<file path="src/core/odt_pkg.sv">
package odt_pkg;

    ////////////////////////////////////////////////////////////////////////////
    // Delay line geometry
    localparam int          ODT_TAPS       = 512;
    localparam int          ODT_TAP_W      = 9;
    localparam logic [8:0]  ODT_TAP_LAST   = 9'h1FF;
    localparam int          ODT_APPLY_LAT  = 3;        // Cycles from tap change to delayed output

    ////////////////////////////////////////////////////////////////////////////
    // Time format: picosecond setting converted with a nominal tap step
    localparam int          ODT_PS_W       = 11;
    localparam logic [10:0] ODT_TAP_PS     = 11'h003;  // Nominal ps per tap, plain default

    ////////////////////////////////////////////////////////////////////////////
    // APB register map (byte addresses)
    localparam int          ODT_ADDR_W     = 12;
    localparam logic [11:0] ODT_ADDR_CTRL  = 12'h000;
    localparam logic [11:0] ODT_ADDR_INIT  = 12'h004;
    localparam logic [11:0] ODT_ADDR_STAT  = 12'h008;

    // Control register fields
    localparam int          ODT_CTRL_MODE_LSB = 0;     // [1:0] delay mode
    localparam int          ODT_CTRL_FMT_BIT  = 2;     // 0 tap count, 1 picoseconds
    localparam int          ODT_CTRL_INV_BIT  = 3;     // Sample controls on opposite edge
    localparam int          ODT_CTRL_CASC_LSB = 4;     // [5:4] cascade role
    localparam logic [5:0]  ODT_CTRL_RST      = 6'h00;

    // Initial delay register: taps [8:0] or ps [10:0]
    localparam logic [10:0] ODT_INIT_RST   = 11'h000;

    // Status register fields
    localparam int          ODT_STAT_TAP_LSB  = 0;     // [8:0] counter value
    localparam int          ODT_STAT_APP_LSB  = 16;    // [24:16] tap now selecting the line
    localparam int          ODT_STAT_CALM_BIT = 30;    // Time format without ready controller
    localparam int          ODT_STAT_RDY_BIT  = 31;    // Calibration controller ready

    ////////////////////////////////////////////////////////////////////////////
    // Modes and cascade roles
    typedef enum logic [1:0] {
        ODT_FIXED     = 2'b00,
        ODT_STEP      = 2'b01,
        ODT_LOADABLE  = 2'b10
    } odt_mode_t;

    typedef enum logic [1:0] {
        ODT_CASC_NONE   = 2'b00,
        ODT_CASC_MASTER = 2'b01,
        ODT_CASC_SLAVE  = 2'b10
    } odt_casc_t;

endpackage

</file>
<file path="src/core/odt_output_delay_element.sv">
// Our own choices: the APB register port and the address map.
`timescale 1ns/1ps
// What this block does
// - One delay line with 512 selectable taps
// - Input from fabric, flip-flop or serializer
// - Tap-count format runs uncalibrated, no controller
// - Tap-count initial setting is taps 0..511
// - Time format needs controller, holds ps delay
// - Optional local control clock inversion
// - Step enable moves tap by one per clock
// - Step enable low keeps tap unchanged
// - Stepping starts and stops on next edge, one edge later with the control clock inverted
// - Tap wraps at both ends of line
// - Load strobe reloads from setting or bus
// - Loadable mode load copies nine-bit input
// - Tap change applies within three clocks
// - Reset clears the initial setting and the tap to zero
// - Nine-bit tap value output bus
module odt_output_delay_element
    import odt_pkg::*;
(
    // Clock and reset
    input  wire logic                  pclk,
    input  wire logic                  presetn,
    // APB slave
    input  wire logic                  psel,
    input  wire logic                  penable,
    input  wire logic                  pwrite,
    input  wire logic [ODT_ADDR_W-1:0] paddr,
    input  wire logic [31:0]           pwdata,
    output logic      [31:0]           prdata,
    output logic                       pready,
    output logic                       pslverr,
    // Tap control from fabric logic
    input  wire logic                  load,
    input  wire logic                  step_enable,
    input  wire logic                  step_up,
    input  wire logic [ODT_TAP_W-1:0]  tap_value_input,
    output logic      [ODT_TAP_W-1:0]  tap_value_output,
    // Compensation and calibration controller
    input  wire logic                  vt_compensation_enable,
    input  wire logic                  calib_ready,
    // Data path
    input  wire logic                  data_in,
    output logic                       delayed_output,
    // Cascade
    input  wire logic                  cascade_input,
    input  wire logic                  cascade_return,
    output logic                       cascade_output
);

    ////////////////////////////////////////////////////////////////////////////
    // Conversion of the configured setting into taps

    // Tap count as is, picoseconds divided by nominal tap step
    function automatic logic [ODT_TAP_W-1:0] odt_init_taps(input logic [ODT_PS_W-1:0] setting,
                                                           input logic                fmt_time);
        logic [ODT_PS_W-1:0] q;
        q = setting / ODT_TAP_PS;
        if (fmt_time) begin
            odt_init_taps = q[ODT_TAP_W-1:0];
        end else begin
            odt_init_taps = setting[ODT_TAP_W-1:0];
        end
    endfunction

    // Read word of the addressed register, zero for an unmapped address
    function automatic logic [31:0] odt_rd_sel(input logic [ODT_ADDR_W-1:0] addr,
                                               input logic [31:0]           w_ctrl,
                                               input logic [31:0]           w_init,
                                               input logic [31:0]           w_stat);
        if (addr == ODT_ADDR_CTRL) begin
            odt_rd_sel = w_ctrl;
        end else if (addr == ODT_ADDR_INIT) begin
            odt_rd_sel = w_init;
        end else if (addr == ODT_ADDR_STAT) begin
            odt_rd_sel = w_stat;
        end else begin
            odt_rd_sel = 32'h00000000;
        end
    endfunction

    // Filtered level moves only when the second and third stages agree
    function automatic logic odt_settle(input logic [2:0] sync,
                                        input logic       cur);
        if (sync[1] == sync[2]) begin
            odt_settle = sync[2];
        end else begin
            odt_settle = cur;
        end
    endfunction

    ////////////////////////////////////////////////////////////////////////////
    // Declarations

    logic [5:0]           ctrl_r;
    logic [ODT_PS_W-1:0]  init_r;
    logic [ODT_TAP_W-1:0] tap_r;
    logic [ODT_TAP_W-1:0] tap_nxt;
    logic [ODT_TAP_W-1:0] tap_p1_r;
    logic [ODT_TAP_W-1:0] tap_app_r;
    logic                 line_r [0:ODT_TAPS-1];
    logic [2:0]           vt_sync_r;
    logic [2:0]           rdy_sync_r;
    logic [2:0]           ret_sync_r;
    logic                 vt_f_r;
    logic                 rdy_f_r;
    logic                 ret_f_r;
    logic                 load_q_r;
    logic                 step_q_r;
    logic                 up_q_r;
    logic [ODT_TAP_W-1:0] tvin_q_r;
    logic [31:0]          prdata_r;
    logic                 pready_r;
    logic                 pslverr_r;
    logic                 delayed_r;
    logic                 cascade_output_r;

    ////////////////////////////////////////////////////////////////////////////
    // Register decode

    wire                  acc_phase  = psel & penable & ~pready_r;
    wire                  acc_done   = psel & penable & pready_r;
    wire                  hit_ctrl   = (paddr == ODT_ADDR_CTRL);
    wire                  hit_init   = (paddr == ODT_ADDR_INIT);
    wire                  hit_stat   = (paddr == ODT_ADDR_STAT);
    wire                  hit_any    = hit_ctrl | hit_init | hit_stat;
    wire                  wr_ctrl    = acc_done & pwrite & hit_ctrl;
    wire                  wr_init    = acc_done & pwrite & hit_init;

    wire odt_mode_t       mode       = odt_mode_t'(ctrl_r[ODT_CTRL_MODE_LSB +: 2]);
    wire                  fmt_time   = ctrl_r[ODT_CTRL_FMT_BIT];
    wire                  clk_inv    = ctrl_r[ODT_CTRL_INV_BIT];
    wire odt_casc_t       casc       = odt_casc_t'(ctrl_r[ODT_CTRL_CASC_LSB +: 2]);
    wire [ODT_TAP_W-1:0]  init_taps  = odt_init_taps(init_r, fmt_time);
    wire                  calib_miss = fmt_time & ~rdy_f_r;

    // Read data for the addressed register
    wire [31:0]           rd_ctrl    = {26'h0000000, ctrl_r};
    wire [31:0]           rd_init    = {21'h000000, init_r};
    wire [31:0]           rd_stat    = {rdy_f_r, calib_miss, 5'h00, tap_app_r, 7'h00, tap_r};
    wire [31:0]           rd_mux     = odt_rd_sel(paddr, rd_ctrl, rd_init, rd_stat);

    ////////////////////////////////////////////////////////////////////////////
    // Control sampling

    // Inverted control clock takes the copy held from the opposite edge
    wire                  c_load     = clk_inv ? load_q_r    : load;
    wire                  c_step     = clk_inv ? step_q_r    : step_enable;
    wire                  c_up       = clk_inv ? up_q_r      : step_up;
    wire [ODT_TAP_W-1:0]  c_tvin     = clk_inv ? tvin_q_r    : tap_value_input;

    // Controls act only in step and loadable modes; time format waits for the controller
    wire                  var_mode   = (mode == ODT_STEP) || (mode == ODT_LOADABLE);
    wire                  user_ok    = var_mode & ~(fmt_time & (vt_f_r | ~rdy_f_r));

    ////////////////////////////////////////////////////////////////////////////
    // Tap counter next value

    always_comb begin
        tap_nxt = tap_r;
        if (!var_mode) begin
            tap_nxt = init_taps;
        end else if (user_ok && c_load) begin
            if (mode == ODT_LOADABLE) begin
                tap_nxt = c_tvin;
            end else begin
                tap_nxt = init_taps;
            end
        end else if (user_ok && c_step) begin
            if (c_up) begin
                tap_nxt = tap_r + 9'h001;
            end else begin
                tap_nxt = tap_r - 9'h001;
            end
        end
    end

    ////////////////////////////////////////////////////////////////////////////
    // Configuration registers

    always_ff @(posedge pclk or negedge presetn) begin
        if (!presetn) begin
            ctrl_r <= ODT_CTRL_RST;
            init_r <= ODT_INIT_RST;
        end else begin
            if (wr_ctrl) begin
                ctrl_r <= pwdata[5:0];
            end
            if (wr_init) begin
                init_r <= pwdata[ODT_PS_W-1:0];
            end
        end
    end

    ////////////////////////////////////////////////////////////////////////////
    // APB answer: one wait state, error on unmapped address

    // Ready falls after one cycle, so a held access is answered again every second cycle
    always_ff @(posedge pclk or negedge presetn) begin
        if (!presetn) begin
            pready_r  <= 1'b0;
            pslverr_r <= 1'b0;
            prdata_r  <= 32'h00000000;
        end else begin
            pready_r  <= acc_phase;
            pslverr_r <= acc_phase & ~hit_any;
            if (acc_phase && !pwrite) begin
                prdata_r <= rd_mux;
            end
        end
    end

    ////////////////////////////////////////////////////////////////////////////
    // Three-stage synchronisers for asynchronous inputs

    always_ff @(posedge pclk or negedge presetn) begin
        if (!presetn) begin
            vt_sync_r  <= 3'h0;
            rdy_sync_r <= 3'h0;
            ret_sync_r <= 3'h0;
        end else begin
            vt_sync_r  <= {vt_sync_r[1:0], vt_compensation_enable};
            rdy_sync_r <= {rdy_sync_r[1:0], calib_ready};
            ret_sync_r <= {ret_sync_r[1:0], cascade_return};
        end
    end

    // A change counts once the second and third stages agree
    always_ff @(posedge pclk or negedge presetn) begin
        if (!presetn) begin
            vt_f_r  <= 1'b0;
            rdy_f_r <= 1'b0;
            ret_f_r <= 1'b0;
        end else begin
            vt_f_r  <= odt_settle(vt_sync_r, vt_f_r);
            rdy_f_r <= odt_settle(rdy_sync_r, rdy_f_r);
            ret_f_r <= odt_settle(ret_sync_r, ret_f_r);
        end
    end

    ////////////////////////////////////////////////////////////////////////////
    // Opposite-edge copies of the controls

    // Sampling one cycle later stands in for the inverted edge in one clock domain
    always_ff @(posedge pclk or negedge presetn) begin
        if (!presetn) begin
            load_q_r <= 1'b0;
            step_q_r <= 1'b0;
            up_q_r   <= 1'b0;
            tvin_q_r <= 9'h000;
        end else begin
            load_q_r <= load;
            step_q_r <= step_enable;
            up_q_r   <= step_up;
            tvin_q_r <= tap_value_input;
        end
    end

    ////////////////////////////////////////////////////////////////////////////
    // Tap counter and apply pipeline

    // Reset value matches the reset initial setting
    // Two-stage apply pipeline lets the line settle before its select moves
    always_ff @(posedge pclk or negedge presetn) begin
        if (!presetn) begin
            tap_r     <= ODT_INIT_RST[ODT_TAP_W-1:0];
            tap_p1_r  <= ODT_INIT_RST[ODT_TAP_W-1:0];
            tap_app_r <= ODT_INIT_RST[ODT_TAP_W-1:0];
        end else begin
            tap_r     <= tap_nxt;
            tap_p1_r  <= tap_r;
            tap_app_r <= tap_p1_r;
        end
    end

    ////////////////////////////////////////////////////////////////////////////
    // Delay line: one sample per tap, indexed by the applied tap

    // Slave role takes the cascade input instead of local data
    wire                  line_src   = (casc == ODT_CASC_SLAVE) ? cascade_input : data_in;

    // Reset clears the line so stale data never reaches the pad
    always_ff @(posedge pclk or negedge presetn) begin
        if (!presetn) begin
            for (int i = 0; i < ODT_TAPS; i++) begin
                line_r[i] <= 1'b0;
            end
        end else begin
            line_r[0] <= line_src;
            for (int i = 1; i < ODT_TAPS; i++) begin
                line_r[i] <= line_r[i-1];
            end
        end
    end

    wire                  tap_out    = line_r[tap_app_r];

    ////////////////////////////////////////////////////////////////////////////
    // Outputs

    // Master role drives the chain and returns the slave's delayed data
    always_ff @(posedge pclk or negedge presetn) begin
        if (!presetn) begin
            delayed_r  <= 1'b0;
            cascade_output_r <= 1'b0;
        end else begin
            cascade_output_r <= (casc == ODT_CASC_MASTER) ? tap_out : 1'b0;
            delayed_r  <= (casc == ODT_CASC_MASTER) ? ret_f_r : tap_out;
        end
    end

    assign prdata           = prdata_r;
    assign pready           = pready_r;
    assign pslverr          = pslverr_r;
    assign tap_value_output = tap_r;
    assign delayed_output   = delayed_r;
    assign cascade_output   = cascade_output_r;

endmodule

</file>
<file path="config.mk">
export PLATFORM = sky130hd
export DESIGN_NAME = odt_output_delay_element
export DESIGN_NICKNAME = d
export VERILOG_FILES = /design/src/core/odt_pkg.sv /design/src/core/odt_output_delay_element.sv
export SDC_FILE = /design/constraint.sdc
export NUM_CORES = 1
export LEC_CHECK = 0
export ABC_CLOCK_PERIOD_IN_PS = 5100
export BUFFER_PORTS_ARGS = -buffer_cell sky130_fd_sc_hd__buf_2
export CAP_MARGIN = 20
export CORE_MARGIN = 3
export CORE_UTILIZATION = 25
export DETAILED_ROUTE_END_ITERATION = 6
export PLACE_DENSITY = 0.38
export SLEW_MARGIN = 20
export SYNTH_ARGS = -nofsm -noshare
export SYNTH_HDL_FRONTEND = slang
export SYNTH_SLANG_ARGS = --single-unit
</file>
<file path="constraint.sdc">
create_clock -name pclk -period 5.1 [get_ports pclk]
set_input_delay 1.02 -clock pclk [delete_from_list [all_inputs] [get_ports pclk]]
set_output_delay 1.02 -clock pclk [all_outputs]
set_load 0.005 [all_outputs]
</file>
==> impl_results.md <==
* Status: finished clean
* Final #Nets at 1507
* Cts repair resizes at 0
* Placement Cell Area at 23700 sq um
* TritonCTS Buffers at 72
* Required @ worst endpoint at 5.56 ns
* PwrDens at 414 nW/um^2
* Worst-Margin Slew at 0.968 ns
* FMAX at 0.220 GHz
* Ys Warns at 0
* Die Ht at 302 um
* Cts hold-fix bufs at 0
* Maximum buffer depth of the clock tree at 3
* Initial Utilization at 0.254
* Final Cell Area at 26200 sq um
* # IOs at 111
* Hold Violations, Final at 0
* Clk pin slew, worst setup/hold paths at 0.06 ns
* Slew headroom at 0.354
* Sequential fraction of the synthesis area at 0.693
* Post-route ant nets at 0
* Max-slew violations at 0
* Fin crit share at 0.892
* VDD IR max at 0.211 mV
* Routability congestion estimate at 0.755
* Clock latency on the worst-skew pair at 0.60 ns
* Drt initial violations at 736
* Area grow syn2layout at 19.6%
* Overflow after GRT at 0
* First-pass GRT wire length at 83.9 mm
* Routed wire length at 53.0 mm
* 1st-pass router iterations at 5
* Leak at 11.9 nW
* Core area at 85900 sq um
* Vias in the first global route at 13.4k
* Post-synth EDFFs at 0
* Tmin final at 4.55 ns
* Final setup viols at 0
* Residual DRC at 0
* Mean number of vias per cell at 4.53
* Wire length per cell at 20.2 um
* Yosys reg bits at 606
* GR Util All Layers at 0.120
* CP max FO at 22
* Critical-path cell list: nand2b_1 -> o22ai_1 -> a211o_1 -> nor4_2 -> o32ai_1 -> or3_4 -> xnor2_1 -> ha_1 -> or2_2 -> o2111ai_1 -> a21oi_1 -> o41ai_1 -> o211ai_1
* CTS tree: yes
* Syn Area/Cell at 16.5 sq um
* Root Buffer: clkbuf_16
* Die width at 302 um
* DIE AREA at 91100 sq um
* Cell area after synthesis at 21900 sq um
* Hold crit path type: flop to flop
* Ys flop type: dfrtp_1
* Type of origin of the critical path: flop
* Vias at 11.9k
* Syn Inst Count at 1323
* Initial antenna violation count at 3
* Maxcap violations at 0
* FFs w/ async S/R, synth at 1.00
* Crit path kind: flop to flop
* Crit-path slowest cell: dfrtp_1
* Post-DP HPWL at 33.1 mm
* Pin count of the biggest net entering global routing at 121
* Setup_tns at 0 ns
* Clock Skews at 0.0242 ns
* Std-Cell Rows at 107
* Unrepaired setup endpoints after global routing: false
* Post-CTS Repair Setup Buffers at 0
* CP arrival at 5.02 ns
* IO buf count at 79
* CP endpoint kind: flop
* Layout cells sized above 1 at 0.265
* Synth cell types at 78
* Largest stage delay on the critical path at 0.78 ns
* Clk sinks at 606
* Number of H-tree levels at 3
per-stage QoR:
step	power [mW]	hold slack, ns	cells	utilization	worst slack [ns]
floorplan	5.38	0.331	1332	-	1.38
global placement	5.80	0.332	2499	0.276	0.620
detailed placement	5.82	0.335	2501	0.276	0.603
CTS	11.1	0.344	2627	0.304	0.593
global route	11.3	0.340	2627	0.304	0.275
finish	10.8	0.344	2628	0.304	0.548
cells in the final DEF (no fill, tap or decap), drive strengths merged, types with 15 or more instances in the layout:
master / n
a22oi: 73
o21ai: 25
a21oi: 29
o31ai: 19
clkbuf: 105
inv: 22
nor2: 32
nand2: 44
dfrtp: 606
buf: 116
mux4: 128
nand3: 41
mux2: 15
cells in the mapped netlist (4+ instances only):
| cell | count | area share |
|---|---|---|
| dfrtp_1 | 606 | 0.69 |
| mux4_2 | 128 | 0.13 |
| a22oi_1 | 73 | 0.025 |
| clkbuf_1 | 47 | 0.0081 |
| nand2_1 | 44 | 0.0076 |
| nand3_1 | 41 | 0.0094 |
| nor2_1 | 32 | 0.0055 |
| a21oi_1 | 28 | 0.0064 |
| o21ai_0 | 24 | 0.0055 |
| inv_1 | 17 | 0.0029 |
| o31ai_1 | 16 | 0.0055 |
| buf_4 | 15 | 0.0051 |
| mux2_2 | 15 | 0.0077 |
| mux2i_1 | 14 | 0.0064 |
| nand4_1 | 14 | 0.0040 |
| nor3_1 | 14 | 0.0032 |
| a22o_1 | 11 | 0.0044 |
| buf_2 | 11 | 0.0025 |
| buf_6 | 10 | 0.0051 |
| ha_1 | 9 | 0.0051 |
| buf_1 | 8 | 0.0014 |
| xnor2_1 | 8 | 0.0032 |
| a211oi_1 | 7 | 0.0024 |
| nor2b_1 | 7 | 0.0020 |
| nand3b_1 | 6 | 0.0021 |
| o211ai_1 | 6 | 0.0021 |
| a21o_1 | 5 | 0.0017 |
| a31oi_1 | 5 | 0.0014 |
| o21bai_1 | 5 | 0.0017 |
| or3_1 | 5 | 0.0014 |
| nand2b_1 | 4 | 0.0011 |
| nor3b_1 | 4 | 0.0014 |
| nor4_1 | 4 | 0.0011 |
| o2111ai_1 | 4 | 0.0016 |
| o221ai_1 | 4 | 0.0016 |
| o22ai_1 | 4 | 0.0011 |
| xor2_1 | 4 | 0.0016 |
final cells by class:
class	instances	area (sq um)
fill	8523	59800
sequential	606	15200
multi-input combinational	617	6230
clock buffer	105	2130
tap	1144	1430
timing repair buffer	116	848
clock inverter	21	272
inverter	18	67.6
antenna	1	2.50
sequential cells by signal, indices dropped and copies added, names as in the netlist:
| name | cells |
|---|---|
| vt_sync_r | 3 |
| rdy_sync_r | 3 |
| rdy_f_r | 1 |
| delayed_output | 1 |
| vt_f_r | 1 |
| ctrl_r | 6 |
| ret_f_r | 1 |
| init_r | 11 |
| step_q_r | 1 |
| tap_value_output | 9 |
| prdata | 22 |
| up_q_r | 1 |
| load_q_r | 1 |
| ret_sync_r | 3 |
| pslverr | 1 |
| cascade_output | 1 |
| line_r | 512 |
| pready | 1 |
| tap_app_r | 9 |
| tvin_q_r | 9 |
| tap_p1_r | 9 |
critical path, delay by kind of cell, from the launching register on:
| family | cells | cell delay (ns) |
|---|---|---|
| fa+ha+maj | 1 | 0.30 |
| xor+xnor | 1 | 0.13 |
| compound gates | 7 | 1.49 |
| simple gates | 4 | 1.71 |
| flops | 1 | 0.78 |
power breakdown:
part | internal [mW] | total, mW | switching, mW
Clock | 3.12 | 5.13 | 2.01
Combinational | 0.250 | 0.708 | 0.458
Sequential | 4.88 | 4.99 | 0.112
Total | 8.24 | 10.8 | 2.58
worst paths after layout:
kind                        startpoint                  end  slack [ns]  cells after the start
setup / recovery             init_r[9]  tap_value_output[0]        0.55                     13
hold / removal             tap_p1_r[4]         tap_app_r[4]        0.34                      0
setup reg to reg             init_r[9]  tap_value_output[0]        0.55                     13
hold reg to reg            tap_p1_r[4]         tap_app_r[4]        0.34                      0
max in group asynchronous      presetn          line_r[438]        3.34                      2
min in group asynchronous      presetn            line_r[5]        0.52                      1
cell families after synthesis:
kind of cell / after synthesis / synth area share
AOI/OAI and AO/OA: 229 / 0.0763
xor gates and xnor gates: 12 / 0.00481
adders and majority gates: 13 / 0.00744
buffers and inverters: 109 / 0.0253
DFF: 606 / 0.693
muxes: 157 / 0.146
other: 1 / 0.000171
and+or+nand+nor: 196 / 0.0466
layer usage:
layer  global-route usage  up-vias  wire length [um]
li1                     -     5149                 -
met2                0.185      234             24300
met1                0.166     6412             24600
met4               0.0446        4              1610
met3               0.0250       99              2440
met5                    0        -                25
No activity file was read; power rests on OpenSTA's default activity.
